File: src/ups_regs.vh
// Purpose: Register map and constants of the USB packet status block
// Assumes: 32-bit APB data, one aligned word per register
// Notes:   Definitions only
`ifndef UPS_REGS_VH
`define UPS_REGS_VH

// ----------------------------------------------------------------------
// Register byte offsets
// ----------------------------------------------------------------------
`define UPS_OFF_LAST_PACKET_IDENT   8'h2c
`define UPS_OFF_LAST_ENDPOINT       8'h30
`define UPS_OFF_ENDPOINT_TAG_MASK   8'h34
`define UPS_OFF_OTG_FLAG_MASK       8'h38
`define UPS_OFF_POWER_SIGNALLING    8'h3c
`define UPS_OFF_TRANSCEIVER_CONTROL 8'h40
`define UPS_OFF_EVENT_STATUS        8'h44
`define UPS_OFF_EVENT_MASK          8'h48

// ----------------------------------------------------------------------
// Field positions
// ----------------------------------------------------------------------
`define UPS_EP_VALID_BIT        4
`define UPS_EP_TAG_VALUE        5'h10
`define UPS_PWR_SIG_WIDTH       9
`define UPS_CTL_PULLDOWN_OFF    18
`define UPS_CTL_RESUME_SE0      13
`define UPS_CTL_RESUME_K        12
`define UPS_CTL_FILT_HI         11
`define UPS_CTL_FILT_LO         8
`define UPS_CTL_AUTO_RESUME     7
`define UPS_CTL_CONF_HI         6
`define UPS_CTL_CONF_LO         4
`define UPS_CTL_WRITE_MASK      32'h0004_0ff0

// ----------------------------------------------------------------------
// Event status bits
// ----------------------------------------------------------------------
`define UPS_EVT_COUNT           3
`define UPS_EVT_PACKET          0
`define UPS_EVT_RESUME_SE0      1
`define UPS_EVT_RESUME_K        2

// ----------------------------------------------------------------------
// Reset values and line states
// ----------------------------------------------------------------------
`define UPS_RESET_WORD          32'h0000_0000
`define UPS_LINE_SE0            2'h0
`define UPS_LINE_J              2'h1
`define UPS_LINE_K              2'h2
`define UPS_FILT_CNT_WIDTH      16

`endif

File: src/ups_packet_status_phy_ctrl.v
// Purpose: Packet status capture and transceiver control registers
// Assumes: APB slave with no wait states, all inputs synchronous to clk
// Notes:   Every output is registered
//
// Local design decision: the APB slave port.
`timescale 1ns/100ps
`default_nettype none
`include "ups_regs.vh"

// Function
// - The last received packet identifier is kept in a read-only field.
// - The last received endpoint number is kept read-only.
// - Bit 4 of the endpoint register flags a valid endpoint number.
// - A 16-bit writable mask holds one tag bit per endpoint.
// - A tagged endpoint leaves on the receive port ORed with 0x10.
// - Control bit 18 set disables the byte port pulldowns.
// - An auto-resume from reset signalling sets bit 13 until zeroed.
// - An auto-resume from K signalling sets bit 12 until zeroed.
// - Line state changes wait two to the power of bits 11:8 clocks.
// - Bit 7 selects hardware wake, else software polls line state.
// - Bits 6:4 drive the three transceiver configuration pins.
module ups_packet_status_phy_ctrl (
    // Clock and reset
    input  wire        clk,
    input  wire        rst,
    // APB slave
    input  wire        psel,
    input  wire        penable,
    input  wire        pwrite,
    input  wire [7:0]  paddr,
    input  wire [31:0] pwdata,
    output reg  [31:0] prdata,
    output reg         pready,
    output reg         pslverr,
    // Received packet
    input  wire        pktValid,
    input  wire [3:0]  pktIdent,
    input  wire [3:0]  pktEndpoint,
    input  wire        pktEndpointValid,
    // Receive port
    output reg  [4:0]  rxEndpoint_q,
    output reg         rxEndpointValid_q,
    // Line state and suspend
    input  wire [1:0]  lineState,
    input  wire        suspended,
    output reg  [1:0]  lineStateFilt_q,
    output reg         resumeReq_q,
    // Transceiver and ports
    output reg  [2:0]  transceiverConfigPins_q,
    output reg         bytePortPulldownEn_q,
    // Interrupt
    output reg         irq_q
);

    // ------------------------------------------------------------------
    // Register state
    // ------------------------------------------------------------------
    reg  [3:0]                pid_q;
    reg  [3:0]                endpoint_q;
    reg                       endpointValid_q;
    reg  [15:0]               tagMask_q;
    reg  [31:0]               otgMask_q;
    reg  [`UPS_PWR_SIG_WIDTH-1:0] powerSig_q;
    reg                       pulldownOff_q;
    reg                       resumeSe0_q;
    reg                       resumeK_q;
    reg  [3:0]                filtLog2_q;
    reg                       autoResume_q;
    reg  [2:0]                confPins_q;
    reg  [`UPS_EVT_COUNT-1:0] evtStatus_q;
    reg  [`UPS_EVT_COUNT-1:0] evtMask_q;

    wire [1:0]                lineFilt;
    wire                      wakeSe0;
    wire                      wakeK;
    wire [`UPS_EVT_COUNT-1:0] evtSet;
    wire                      access;
    wire                      wrEn;

    // ------------------------------------------------------------------
    // Submodules
    // ------------------------------------------------------------------
    ups_line_filter u_filter (
        .clk        (clk),
        .rst        (rst),
        .delayLog2  (filtLog2_q),
        .lineRaw    (lineState),
        .lineFilt_q (lineFilt)
    );

    ups_resume_detect u_resume (
        .clk        (clk),
        .rst        (rst),
        .autoEnable (autoResume_q),
        .suspended  (suspended),
        .lineFilt   (lineFilt),
        .wakeSe0_q  (wakeSe0),
        .wakeK_q    (wakeK)
    );

    // ------------------------------------------------------------------
    // Address decode
    // ------------------------------------------------------------------
    function mapped;
        input [7:0] addr;
        begin
            case (addr)
                `UPS_OFF_LAST_PACKET_IDENT,
                `UPS_OFF_LAST_ENDPOINT,
                `UPS_OFF_ENDPOINT_TAG_MASK,
                `UPS_OFF_OTG_FLAG_MASK,
                `UPS_OFF_POWER_SIGNALLING,
                `UPS_OFF_TRANSCEIVER_CONTROL,
                `UPS_OFF_EVENT_STATUS,
                `UPS_OFF_EVENT_MASK: mapped = 1'b1;
                default:             mapped = 1'b0;
            endcase
        end
    endfunction

    function sel;
        input [7:0] addr;
        input [7:0] offset;
        begin
            sel = (addr == offset);
        end
    endfunction

    // Access edge is the one where pready is seen high
    assign access = psel & penable & pready;
    assign wrEn   = access & pwrite & mapped(paddr);

    // ------------------------------------------------------------------
    // Read mux
    // ------------------------------------------------------------------
    reg [31:0] rdMux;

    always @* begin
        rdMux = `UPS_RESET_WORD;
        case (paddr)
            `UPS_OFF_LAST_PACKET_IDENT: begin
                rdMux[3:0] = pid_q;
            end
            `UPS_OFF_LAST_ENDPOINT: begin
                rdMux[3:0]              = endpoint_q;
                rdMux[`UPS_EP_VALID_BIT] = endpointValid_q;
            end
            `UPS_OFF_ENDPOINT_TAG_MASK: begin
                rdMux[15:0] = tagMask_q;
            end
            `UPS_OFF_OTG_FLAG_MASK: begin
                rdMux = otgMask_q;
            end
            `UPS_OFF_POWER_SIGNALLING: begin
                rdMux[`UPS_PWR_SIG_WIDTH-1:0] = powerSig_q;
            end
            `UPS_OFF_TRANSCEIVER_CONTROL: begin
                rdMux[`UPS_CTL_PULLDOWN_OFF] = pulldownOff_q;
                rdMux[`UPS_CTL_RESUME_SE0]   = resumeSe0_q;
                rdMux[`UPS_CTL_RESUME_K]     = resumeK_q;
                rdMux[`UPS_CTL_FILT_HI:`UPS_CTL_FILT_LO] = filtLog2_q;
                rdMux[`UPS_CTL_AUTO_RESUME]  = autoResume_q;
                rdMux[`UPS_CTL_CONF_HI:`UPS_CTL_CONF_LO] = confPins_q;
            end
            `UPS_OFF_EVENT_STATUS: begin
                rdMux[`UPS_EVT_COUNT-1:0] = evtStatus_q;
            end
            `UPS_OFF_EVENT_MASK: begin
                rdMux[`UPS_EVT_COUNT-1:0] = evtMask_q;
            end
            default: begin
                rdMux = `UPS_RESET_WORD;
            end
        endcase
    end

    // ------------------------------------------------------------------
    // APB handshake
    // ------------------------------------------------------------------
    // Flops loaded in the setup phase drive prdata and pready with no wait state
    always @(posedge clk) begin
        if (rst) begin
            pready  <= 1'b0;
            pslverr <= 1'b0;
            prdata  <= `UPS_RESET_WORD;
        end else if (psel && !penable) begin
            pready  <= 1'b1;
            pslverr <= ~mapped(paddr);
            prdata  <= pwrite ? `UPS_RESET_WORD : rdMux;
        end else begin
            pready  <= 1'b0;
            pslverr <= 1'b0;
            prdata  <= `UPS_RESET_WORD;
        end
    end

    // ------------------------------------------------------------------
    // Packet capture
    // ------------------------------------------------------------------
    always @(posedge clk) begin
        if (rst) begin
            pid_q             <= 4'h0;
            endpoint_q        <= 4'h0;
            endpointValid_q   <= 1'b0;
            rxEndpoint_q      <= 5'h0_0;
            rxEndpointValid_q <= 1'b0;
        end else begin
            rxEndpointValid_q <= 1'b0;
            if (pktValid) begin
                pid_q           <= pktIdent;
                endpointValid_q <= pktEndpointValid;
                if (pktEndpointValid) begin
                    endpoint_q        <= pktEndpoint;
                    rxEndpointValid_q <= 1'b1;
                    rxEndpoint_q      <= {1'b0, pktEndpoint} |
                        (tagMask_q[pktEndpoint] ? `UPS_EP_TAG_VALUE
                                                : 5'h0_0);
                end
            end
        end
    end

    // ------------------------------------------------------------------
    // Writable registers
    // ------------------------------------------------------------------
    always @(posedge clk) begin
        if (rst) begin
            tagMask_q     <= 16'h0000;
            otgMask_q     <= `UPS_RESET_WORD;
            powerSig_q    <= {`UPS_PWR_SIG_WIDTH{1'b0}};
            pulldownOff_q <= 1'b0;
            filtLog2_q    <= 4'h0;
            autoResume_q  <= 1'b0;
            confPins_q    <= 3'h0;
            evtMask_q     <= {`UPS_EVT_COUNT{1'b0}};
        end else if (wrEn) begin
            if (sel(paddr, `UPS_OFF_ENDPOINT_TAG_MASK)) begin
                tagMask_q <= pwdata[15:0];
            end
            if (sel(paddr, `UPS_OFF_OTG_FLAG_MASK)) begin
                otgMask_q <= pwdata;
            end
            if (sel(paddr, `UPS_OFF_POWER_SIGNALLING)) begin
                powerSig_q <= pwdata[`UPS_PWR_SIG_WIDTH-1:0];
            end
            if (sel(paddr, `UPS_OFF_TRANSCEIVER_CONTROL)) begin
                pulldownOff_q <= pwdata[`UPS_CTL_PULLDOWN_OFF];
                filtLog2_q    <= pwdata[`UPS_CTL_FILT_HI:`UPS_CTL_FILT_LO];
                autoResume_q  <= pwdata[`UPS_CTL_AUTO_RESUME];
                confPins_q    <= pwdata[`UPS_CTL_CONF_HI:`UPS_CTL_CONF_LO];
            end
            if (sel(paddr, `UPS_OFF_EVENT_MASK)) begin
                evtMask_q <= pwdata[`UPS_EVT_COUNT-1:0];
            end
        end
    end

    // ------------------------------------------------------------------
    // Resume cause flags
    // ------------------------------------------------------------------
    wire ctlWr = wrEn & sel(paddr, `UPS_OFF_TRANSCEIVER_CONTROL);

    // Wake wins over a clearing write in the same cycle
    always @(posedge clk) begin
        if (rst) begin
            resumeSe0_q <= 1'b0;
            resumeK_q   <= 1'b0;
        end else begin
            if (wakeSe0) begin
                resumeSe0_q <= 1'b1;
            end else if (ctlWr && !pwdata[`UPS_CTL_RESUME_SE0]) begin
                resumeSe0_q <= 1'b0;
            end
            if (wakeK) begin
                resumeK_q <= 1'b1;
            end else if (ctlWr && !pwdata[`UPS_CTL_RESUME_K]) begin
                resumeK_q <= 1'b0;
            end
        end
    end

    // ------------------------------------------------------------------
    // Event status and interrupt
    // ------------------------------------------------------------------
    assign evtSet[`UPS_EVT_PACKET]     = pktValid;
    assign evtSet[`UPS_EVT_RESUME_SE0] = wakeSe0;
    assign evtSet[`UPS_EVT_RESUME_K]   = wakeK;

    wire stsWr = wrEn & sel(paddr, `UPS_OFF_EVENT_STATUS);

    genvar gi;
    generate
        for (gi = 0; gi < `UPS_EVT_COUNT; gi = gi + 1) begin : g_evt
            always @(posedge clk) begin
                if (rst) begin
                    evtStatus_q[gi] <= 1'b0;
                end else if (evtSet[gi]) begin
                    evtStatus_q[gi] <= 1'b1;
                end else if (stsWr && pwdata[gi]) begin
                    evtStatus_q[gi] <= 1'b0;
                end
            end
        end
    endgenerate

    // ------------------------------------------------------------------
    // Registered outputs
    // ------------------------------------------------------------------
    always @(posedge clk) begin
        if (rst) begin
            irq_q                   <= 1'b0;
            lineStateFilt_q         <= `UPS_LINE_SE0;
            resumeReq_q             <= 1'b0;
            transceiverConfigPins_q <= 3'h0;
            bytePortPulldownEn_q    <= 1'b1;
        end else begin
            irq_q                   <= |(evtStatus_q & evtMask_q);
            lineStateFilt_q         <= lineFilt;
            resumeReq_q             <= wakeSe0 | wakeK;
            transceiverConfigPins_q <= confPins_q;
            bytePortPulldownEn_q    <= ~pulldownOff_q;
        end
    end

endmodule
`default_nettype wire

File: src/ups_line_filter.v
// Purpose: Hold-off filter on the bus line state
// Assumes: Raw line state synchronous to clk
// Notes:   New state must stay stable 2**shift clocks to pass
`timescale 1ns/100ps
`default_nettype none
`include "ups_regs.vh"

module ups_line_filter (
    // Clock and reset
    input  wire       clk,
    input  wire       rst,
    // Control
    input  wire [3:0] delayLog2,
    // Line state
    input  wire [1:0] lineRaw,
    output reg  [1:0] lineFilt_q
);

    reg  [1:0]                     cand_q;
    reg  [`UPS_FILT_CNT_WIDTH-1:0] cnt_q;
    wire [`UPS_FILT_CNT_WIDTH-1:0] limit;

    // Terminal count is one less than the delay
    assign limit = ({{(`UPS_FILT_CNT_WIDTH-1){1'b0}}, 1'b1} << delayLog2)
                   - {{(`UPS_FILT_CNT_WIDTH-1){1'b0}}, 1'b1};

    always @(posedge clk) begin
        if (rst) begin
            cand_q     <= `UPS_LINE_SE0;
            cnt_q      <= {`UPS_FILT_CNT_WIDTH{1'b0}};
            lineFilt_q <= `UPS_LINE_SE0;
        end else if (lineRaw != cand_q) begin
            // A glitch restarts the wait
            cand_q <= lineRaw;
            cnt_q  <= {`UPS_FILT_CNT_WIDTH{1'b0}};
        end else if (cand_q != lineFilt_q) begin
            if (cnt_q >= limit) begin
                lineFilt_q <= cand_q;
                cnt_q      <= {`UPS_FILT_CNT_WIDTH{1'b0}};
            end else begin
                cnt_q <= cnt_q + {{(`UPS_FILT_CNT_WIDTH-1){1'b0}}, 1'b1};
            end
        end
    end

endmodule
`default_nettype wire

File: src/ups_resume_detect.v
// Purpose: Suspend controller wake detection
// Assumes: Filtered line state, suspend level from link logic
// Notes:   One wake per arming; re-arms on J while still suspended
`timescale 1ns/100ps
`default_nettype none
`include "ups_regs.vh"

module ups_resume_detect (
    // Clock and reset
    input  wire       clk,
    input  wire       rst,
    // Control
    input  wire       autoEnable,
    input  wire       suspended,
    input  wire [1:0] lineFilt,
    // Wake pulses
    output reg        wakeSe0_q,
    output reg        wakeK_q
);

    localparam ST_IDLE  = 2'b01;
    localparam ST_ARMED = 2'b10;

    reg [1:0] state_q;

    always @(posedge clk) begin
        if (rst) begin
            state_q   <= ST_IDLE;
            wakeSe0_q <= 1'b0;
            wakeK_q   <= 1'b0;
        end else begin
            wakeSe0_q <= 1'b0;
            wakeK_q   <= 1'b0;
            case (state_q)
                ST_IDLE: begin
                    if (suspended && autoEnable && lineFilt == `UPS_LINE_J) begin
                        state_q <= ST_ARMED;
                    end
                end
                ST_ARMED: begin
                    // Polled mode leaves wake to software
                    if (!suspended || !autoEnable) begin
                        state_q <= ST_IDLE;
                    end else if (lineFilt == `UPS_LINE_SE0) begin
                        wakeSe0_q <= 1'b1;
                        state_q   <= ST_IDLE;
                    end else if (lineFilt == `UPS_LINE_K) begin
                        wakeK_q <= 1'b1;
                        state_q <= ST_IDLE;
                    end
                end
                default: begin
                    state_q <= ST_IDLE;
                end
            endcase
        end
    end

endmodule
`default_nettype wire

File: config.mk
export PLATFORM = sky130hd
export DESIGN_NAME = ups_packet_status_phy_ctrl
export DESIGN_NICKNAME = d
export VERILOG_FILES = /design/src/ups_packet_status_phy_ctrl.v /design/src/ups_line_filter.v /design/src/ups_resume_detect.v
export VERILOG_INCLUDE_DIRS = /design/src
export SDC_FILE = /design/constraint.sdc
export NUM_CORES = 1
export LEC_CHECK = 0
export ABC_AREA = 1
export BUFFER_PORTS_ARGS = -buffer_cell sky130_fd_sc_hd__buf_4
export CELL_PAD_IN_SITES_DETAIL_PLACEMENT = 0
export CELL_PAD_IN_SITES_GLOBAL_PLACEMENT = 1
export CORE_UTILIZATION = 41
export DETAILED_ROUTE_END_ITERATION = 10
export MAX_ROUTING_LAYER = met4
export PLACE_DENSITY = 0.85
export SLEW_MARGIN = 20
export SYNTH_ARGS = -nofsm -noshare
export SYNTH_HDL_FRONTEND = slang
export SYNTH_SLANG_ARGS = --single-unit
File: constraint.sdc
create_clock -name clk -period 3.9 [get_ports clk]
set_clock_uncertainty 0.05 [all_clocks]
set_input_delay 0 -clock clk [delete_from_list [all_inputs] [get_ports clk]]
set_output_delay 0 -clock clk [all_outputs]
set_load 0.05 [all_outputs]
# Yosys cells after proc, flatten, opt, wreduce, memory -nomap -nowiden
# Cells that the tools add are included.
[classes] n_eq_ne=16 n_mux=33 reduce_logical=37 bitwise=16 n_shift=1 magnitude_cmp=2 n_addsub=2
[op_table] operator="$eq 8x6->1 const B" n=5
[op_table] operator="$eq 8x7->1 const B" n=3
[op_table] operator="$pmux 3 s7" n=1
[op_table] operator="$mux 1" n=18
[op_table] operator="$add 16x1->16 const B" n=1
[op_table] operator="$ge 16x16->1" n=1
[op_table] operator="$mux 16" n=1
[op_table] operator="$pmux 4 s4" n=1
[op_table] operator="$shl 1x4->16 const A" n=1
[op_table] operator="$sub 16x1->16 const B" n=1
[op_table] operator="$pmux 5 s3" n=1
[op_table] operator="$reduce_and 2->1" n=7
[op_table] operator="$pmux 1 s5" n=2
[op_table] operator="$reduce_bool 2->1" n=5
[op_table] operator="$reduce_or 3->1" n=3
[op_table] operator="$logic_and 1x1->1" n=8
[op_table] operator="$mux 2" n=4
[op_table] operator="$pmux 2 s2" n=2
[op_table] operator="$reduce_or 4->1" n=2
[op_table] operator="$reduce_or 8->1" n=1
[op_table] operator="$not 1->1" n=7
[op_table] operator="$and 1x1->1" n=6
[op_table] operator="$reduce_or 2->1" n=3
[op_table] operator="$logic_not 1->1" n=5
[op_table] operator="other kinds (15)" n=18
[totals] elab_cells=140 ff_bits=155 input_bits=58 out_inout_bits=48

# Depth between registers and ports, before layout
[logic_depth] ltp_word=8 mapped_depth=20 depth_no_buf=19

# Cells and area by module
# From an unflattened synthesis, not the netlist that was laid out.
[unflattened] hier_cells=966 area_unflattened_um2=6924.1
[by_module_without_submodules] mod="ups_packet_status_phy_ctrl" cells_each=721 area_per_inst_um2=5225.0 seq_area_each_um2=2542.4 instances=1
[by_module_without_submodules] mod="ups_line_filter" cells_each=224 area_per_inst_um2=1547.7 seq_area_each_um2=400.4 instances=1
[by_module_without_submodules] mod="ups_resume_detect" cells_each=21 area_per_inst_um2=151.4 seq_area_each_um2=80.1 instances=1

# Least setup slack after synthesis
# OpenSTA, ideal clock, no wires.
[synth_path] kind="flip-flop to flip-flop" start="register filtLog2_q[2]" end="register u_filter.cnt_q[12]" setup_ns=0.128 path_stages_with_launch=20 n_path_buf=2 slack_ns=1.149 t_arrival_ns=2.573 period_less_slack_ns=2.751 t_required_ns=3.722 cell_sequence="dfxtp_1 clkbuf_1 inv_1 nand2_1 inv_1 nand3_1 ha_1 nand2_1 xor2_1 inv_1 ha_1 nand2_1 o21bai_1 a21oi_1 nor2_1 nand2_1 nand2_1 nand2_1 buf_1 nor2_1"
[synth_between] elab_chain_cells=4
[synth_rtl] element="from (decl)" line="ups_packet_status_phy_ctrl.v:67" text="reg [3:0] filtLog2_q;"
[synth_rtl] element="from (signal assigned)" line="ups_packet_status_phy_ctrl.v:248" text="filtLog2_q <= pwdata[`UPS_CTL_FILT_HI:`UPS_CTL_FILT_LO];"
[synth_rtl] element="$shl 1x4->16" line="ups_line_filter.v:24" text="assign limit = ({{(`UPS_FILT_CNT_WIDTH-1){1'b0}}, 1'b1} << delayLog2)"
[synth_rtl] element="$sub 16x1->16" line="ups_line_filter.v:24"
[synth_rtl] element="$ge 16x16->1" line="ups_line_filter.v:37" text="if (cnt_q >= limit) begin"
[synth_rtl] element="$mux 16" line="ups_line_filter.v:37"
[synth_rtl] element="to (signal assigned)" line="ups_line_filter.v:30" text="cnt_q <= {`UPS_FILT_CNT_WIDTH{1'b0}};"
[synth_rtl] element="to (signal assigned)" line="ups_line_filter.v:39" text="cnt_q <= {`UPS_FILT_CNT_WIDTH{1'b0}};"
[synth_rtl] element="to (signal assigned)" line="ups_line_filter.v:41" text="cnt_q <= cnt_q + {{(`UPS_FILT_CNT_WIDTH-1){1'b0}}, 1'b1};"
[synth_rtl] element="to (decl)" line="ups_line_filter.v:20" text="reg [`UPS_FILT_CNT_WIDTH-1:0] cnt_q;"
# Every way passes these cells.
# A chain may end at the register's enable or synchronous reset.

# Worst setup path after layout
[layout_path] start="register filtLog2_q[3]" end="register u_filter.cnt_q[1]"
# Same word-level chain as after synthesis.

==> out/qor.csv <==
stage,metric,value,unit
worst_setup_path,CP endpoint kind,flop,
clock_network,H-tree Lvls,4,
power_and_ir_drop,Power Total,3.48,mW
timing,min cycle time layout,3030,ps
floorplan,Starting Density,42.3,%
clock_network,clock-pin slew on the worst setup and hold paths,60,ps
worst_setup_path,"Arr. time, crit path",3330,ps
floorplan,die extent in x,131,microns
global_routing,initial antenna violation count,0,
clock_network,CTS sink cnt,151,
timing,final worst-path cycle share,77.7,%
worst_setup_path,CP max FO,14,
power_and_ir_drop,Seq pwr share,45.0,%
global_routing,vias in the first global route,5874,
floorplan,I/O Pins,106,
detailed_routing,Via Count,6368,
worst_setup_path,CP startpoint kind,flop,
global_routing,gr ovfl total,0,
detailed_routing,Residual DRC,0,
final_layout,fin nets,1191,
floorplan,Die H,131,microns
detailed_routing,DR iter-0 viols,360,
timing,Slew Limit Fails,0,
logic_synthesis,Syn Nets,1036,
logic_synthesis,synthesized flop and latch total,151,
timing,Fin. Hold Viols,0,
clock_network,buffer count from post-CTS setup fixing,0,
floorplan,die area,0.0171,sq mm
timing,final-report setup violation count,0,
logic_synthesis,top post-synthesis cells by area,"dfxtp_1 44%, nand2_1 13%, nor2_1 10%, inv_1 6.3%, a21oi_1 4.3%",
logic_synthesis,most frequent cells after synthesis,"227 x nand2_1, 183 x nor2_1, 151 x dfxtp_1",
place,post-DP HPWL,12200,microns
clock_network,post-cts sizing count,0,
detailed_routing,DRT Wirelength,18100,microns
place,routability cong.,0.852,
logic_synthesis,register area share after synthesis,44.5,%
clock_network,clock buffer depth,2,
global_routing,global-route wire length before repair,28900,microns
power_and_ir_drop,Pint,2.68,mW
floorplan,Rows,46,
detailed_routing,average routed wire per standard cell,13.5,microns
timing,Slew headroom,41.6,%
clock_network,total CTS buffers,17,
detailed_routing,first-pass detailed-route iteration total,6,
power_and_ir_drop,Pwr Density,389,mW/mm^2
clock_network,Skew-Pair Late Insertion Delay,430,ps
logic_synthesis,Yosys top cell by area,dfxtp_1,
timing,FMAX,0.330,GHz
detailed_routing,Final ANT Viol Nets,0,
global_routing,GRT Overall Usage,22.8,%
global_routing,largest net degree at the start of global routing,40,
power_and_ir_drop,VDD IR-drop max,303,uV
power_and_ir_drop,Gate power share,6.8,%
outcome,outcome,"finished, final reports clean",
clock_network,TritonCTS clock tree,yes,
detailed_routing,via-per-instance ratio,4.74,
logic_synthesis,mapped cell area,0.00680,sq mm
flow_run,Max-cap violations,0,
logic_synthesis,top_reg_cell synth,dfxtp_1,
logic_synthesis,Yosys top cell area share,44.5,%
floorplan,area of the core,0.0161,sq mm
power_and_ir_drop,clock power share,48.3,%
timing,Setup TNS,0,ps
place,port bufs,105,
logic_synthesis,Post-synth EDFFs,0,
logic_synthesis,count of cell types in the netlist,42,
power_and_ir_drop,Lkg Pwr,4.09,nW
final_layout,# diodes,0,
logic_synthesis,ys async rst share,0,%
final_layout,area grow syn2layout,31.3,%
timing,RSZ-0062 raised after global routing,false,
power_and_ir_drop,Psw,0.794,mW
logic_synthesis,YS warnings,0,
timing,worst-margin pin slew,869,ps
clock_network,Root Driver,clkbuf_16,
logic_synthesis,most numerous cell in the Yosys netlist,nand2_1,
hold_path,hold crit path type,input port to flop,
power_and_ir_drop,Sw Share,22.8,%
logic_synthesis,syn_area_per_cell,7.08,sq um
logic_synthesis,post-synthesis cell count,960,
worst_setup_path,WP data required,4200,ps
final_layout,layout cells sized above 1,15.0,%
clock_network,cts hold-fix bufs,62,
worst_setup_path,crit path kind,flop to flop,
==> metal layers <==
layer / part of all wire, % / GRT usage [%] / routed length, microns
met1: 46 / 28.1 / 8400
met2: 48 / 37.9 / 8760
met3: 4.2 / 4.28 / 757
met4: 1.1 / 6.56 / 201
met5: 0 / - / 0
==> through the flow <==
step	instances	instance area, sq um	utilization, %	setup slack (ps)	hold WS, ps
3_3_place_gp	1250	7710	48.0	965	132
5_1_grt	1343	8930	55.6	449	47.4
4_1_cts	1343	8930	55.6	857	4.86
2_1_floorplan	960	6800	-	1150	26.9
3_5_place_dp	1250	7710	48.0	891	134
6_report	1343	8930	55.6	871	20.7
==> final cells by class <==
cell class	count	area (sq um)
fill	1523	7130
clock inverter	11	149
tap	216	270
sequential	151	3020
clock buffer	20	447
inverter	122	458
multi-input combinational	653	3150
timing repair buffer	170	1430
==> placed cells by master, fill, tap and decap left out, types with 5 or more instances in the layout <==
master	count
nand2_1	227
nor2_1	183
dfxtp_1	151
inv_1	114
buf_4	108
dlygate4sd3_1	62
a21oi_1	59
nand4_1	32
o21ai_0	26
nand3_1	20
ha_1	18
clkbuf_16	17
o22ai_1	13
nand2_2	10
nor3_1	8
inv_2	7
xnor2_1	7
a31oi_1	7
xor2_1	7
a211oi_1	5
nor2_2	5
==> power by group through the flow <==
stage / registers, mW / logic (mW) / clock network (mW)
2_1_floorplan: 1.61 / 0.0795 / 0
3_5_place_dp: 1.60 / 0.184 / 0
3_3_place_gp: 1.60 / 0.184 / 0
5_1_grt: 1.57 / 0.257 / 1.78
4_1_cts: 1.56 / 0.235 / 1.71
6_report: 1.56 / 0.235 / 1.68
==> final timing paths <==
| check | slack [ps] | to | cells past startpoint | start |
|---|---|---|---|---|
| min reg2reg | 340 | bytePortPulldownEn_q | 1 | pulldownOff_q |
| max reg2reg | 870 | u_filter.cnt_q[1] | 17 | filtLog2_q[3] |
| max | 870 | u_filter.cnt_q[1] | 17 | filtLog2_q[3] |
| min | 20 | prdata[3] | 5 | paddr[4] |
==> sequential cells by signal, indices dropped and copies added, names as in the netlist, 2 cells and up <==
name                     flops
otgMask_q                   32
prdata                      32
tagMask_q                   16
u_filter.cnt_q              16
powerSig_q                   9
rxEndpoint_q                 5
filtLog2_q                   4
pid_q                        4
confPins_q                   3
evtMask_q                    3
evtStatus_q                  3
transceiverConfigPins_q      3
lineStateFilt_q              2
u_filter.cand_q              2
u_filter.lineFilt_q          2
u_resume.state_q             2
==> worst max-delay path, stage by stage, from the launching register on <==
cell and delay [ps]:
dfxtp_1 510, inv_1 150, nand2_1 110, inv_1 50, nand3_1 90, ha_1 260, nand2_1 90, xor2_1 150
inv_1 60, ha_1 270, nand2_1 80, o21bai_1 110, a21oi_1 80, nor2_1 120, nand2_1 130, nand2_1 100
nand2_1 300, nor3_1 240
==> kinds of logic after synthesis <==
family,after synthesis,synth area share (%)
xor+xnor,14,1.80
simple gates,499,31.3
other cells,1,0.0551
buf+inv,156,9.20
compound gates,121,9.90
fa+ha+maj,18,3.31
flops,151,44.5
(Power assumes the default switching activity.)
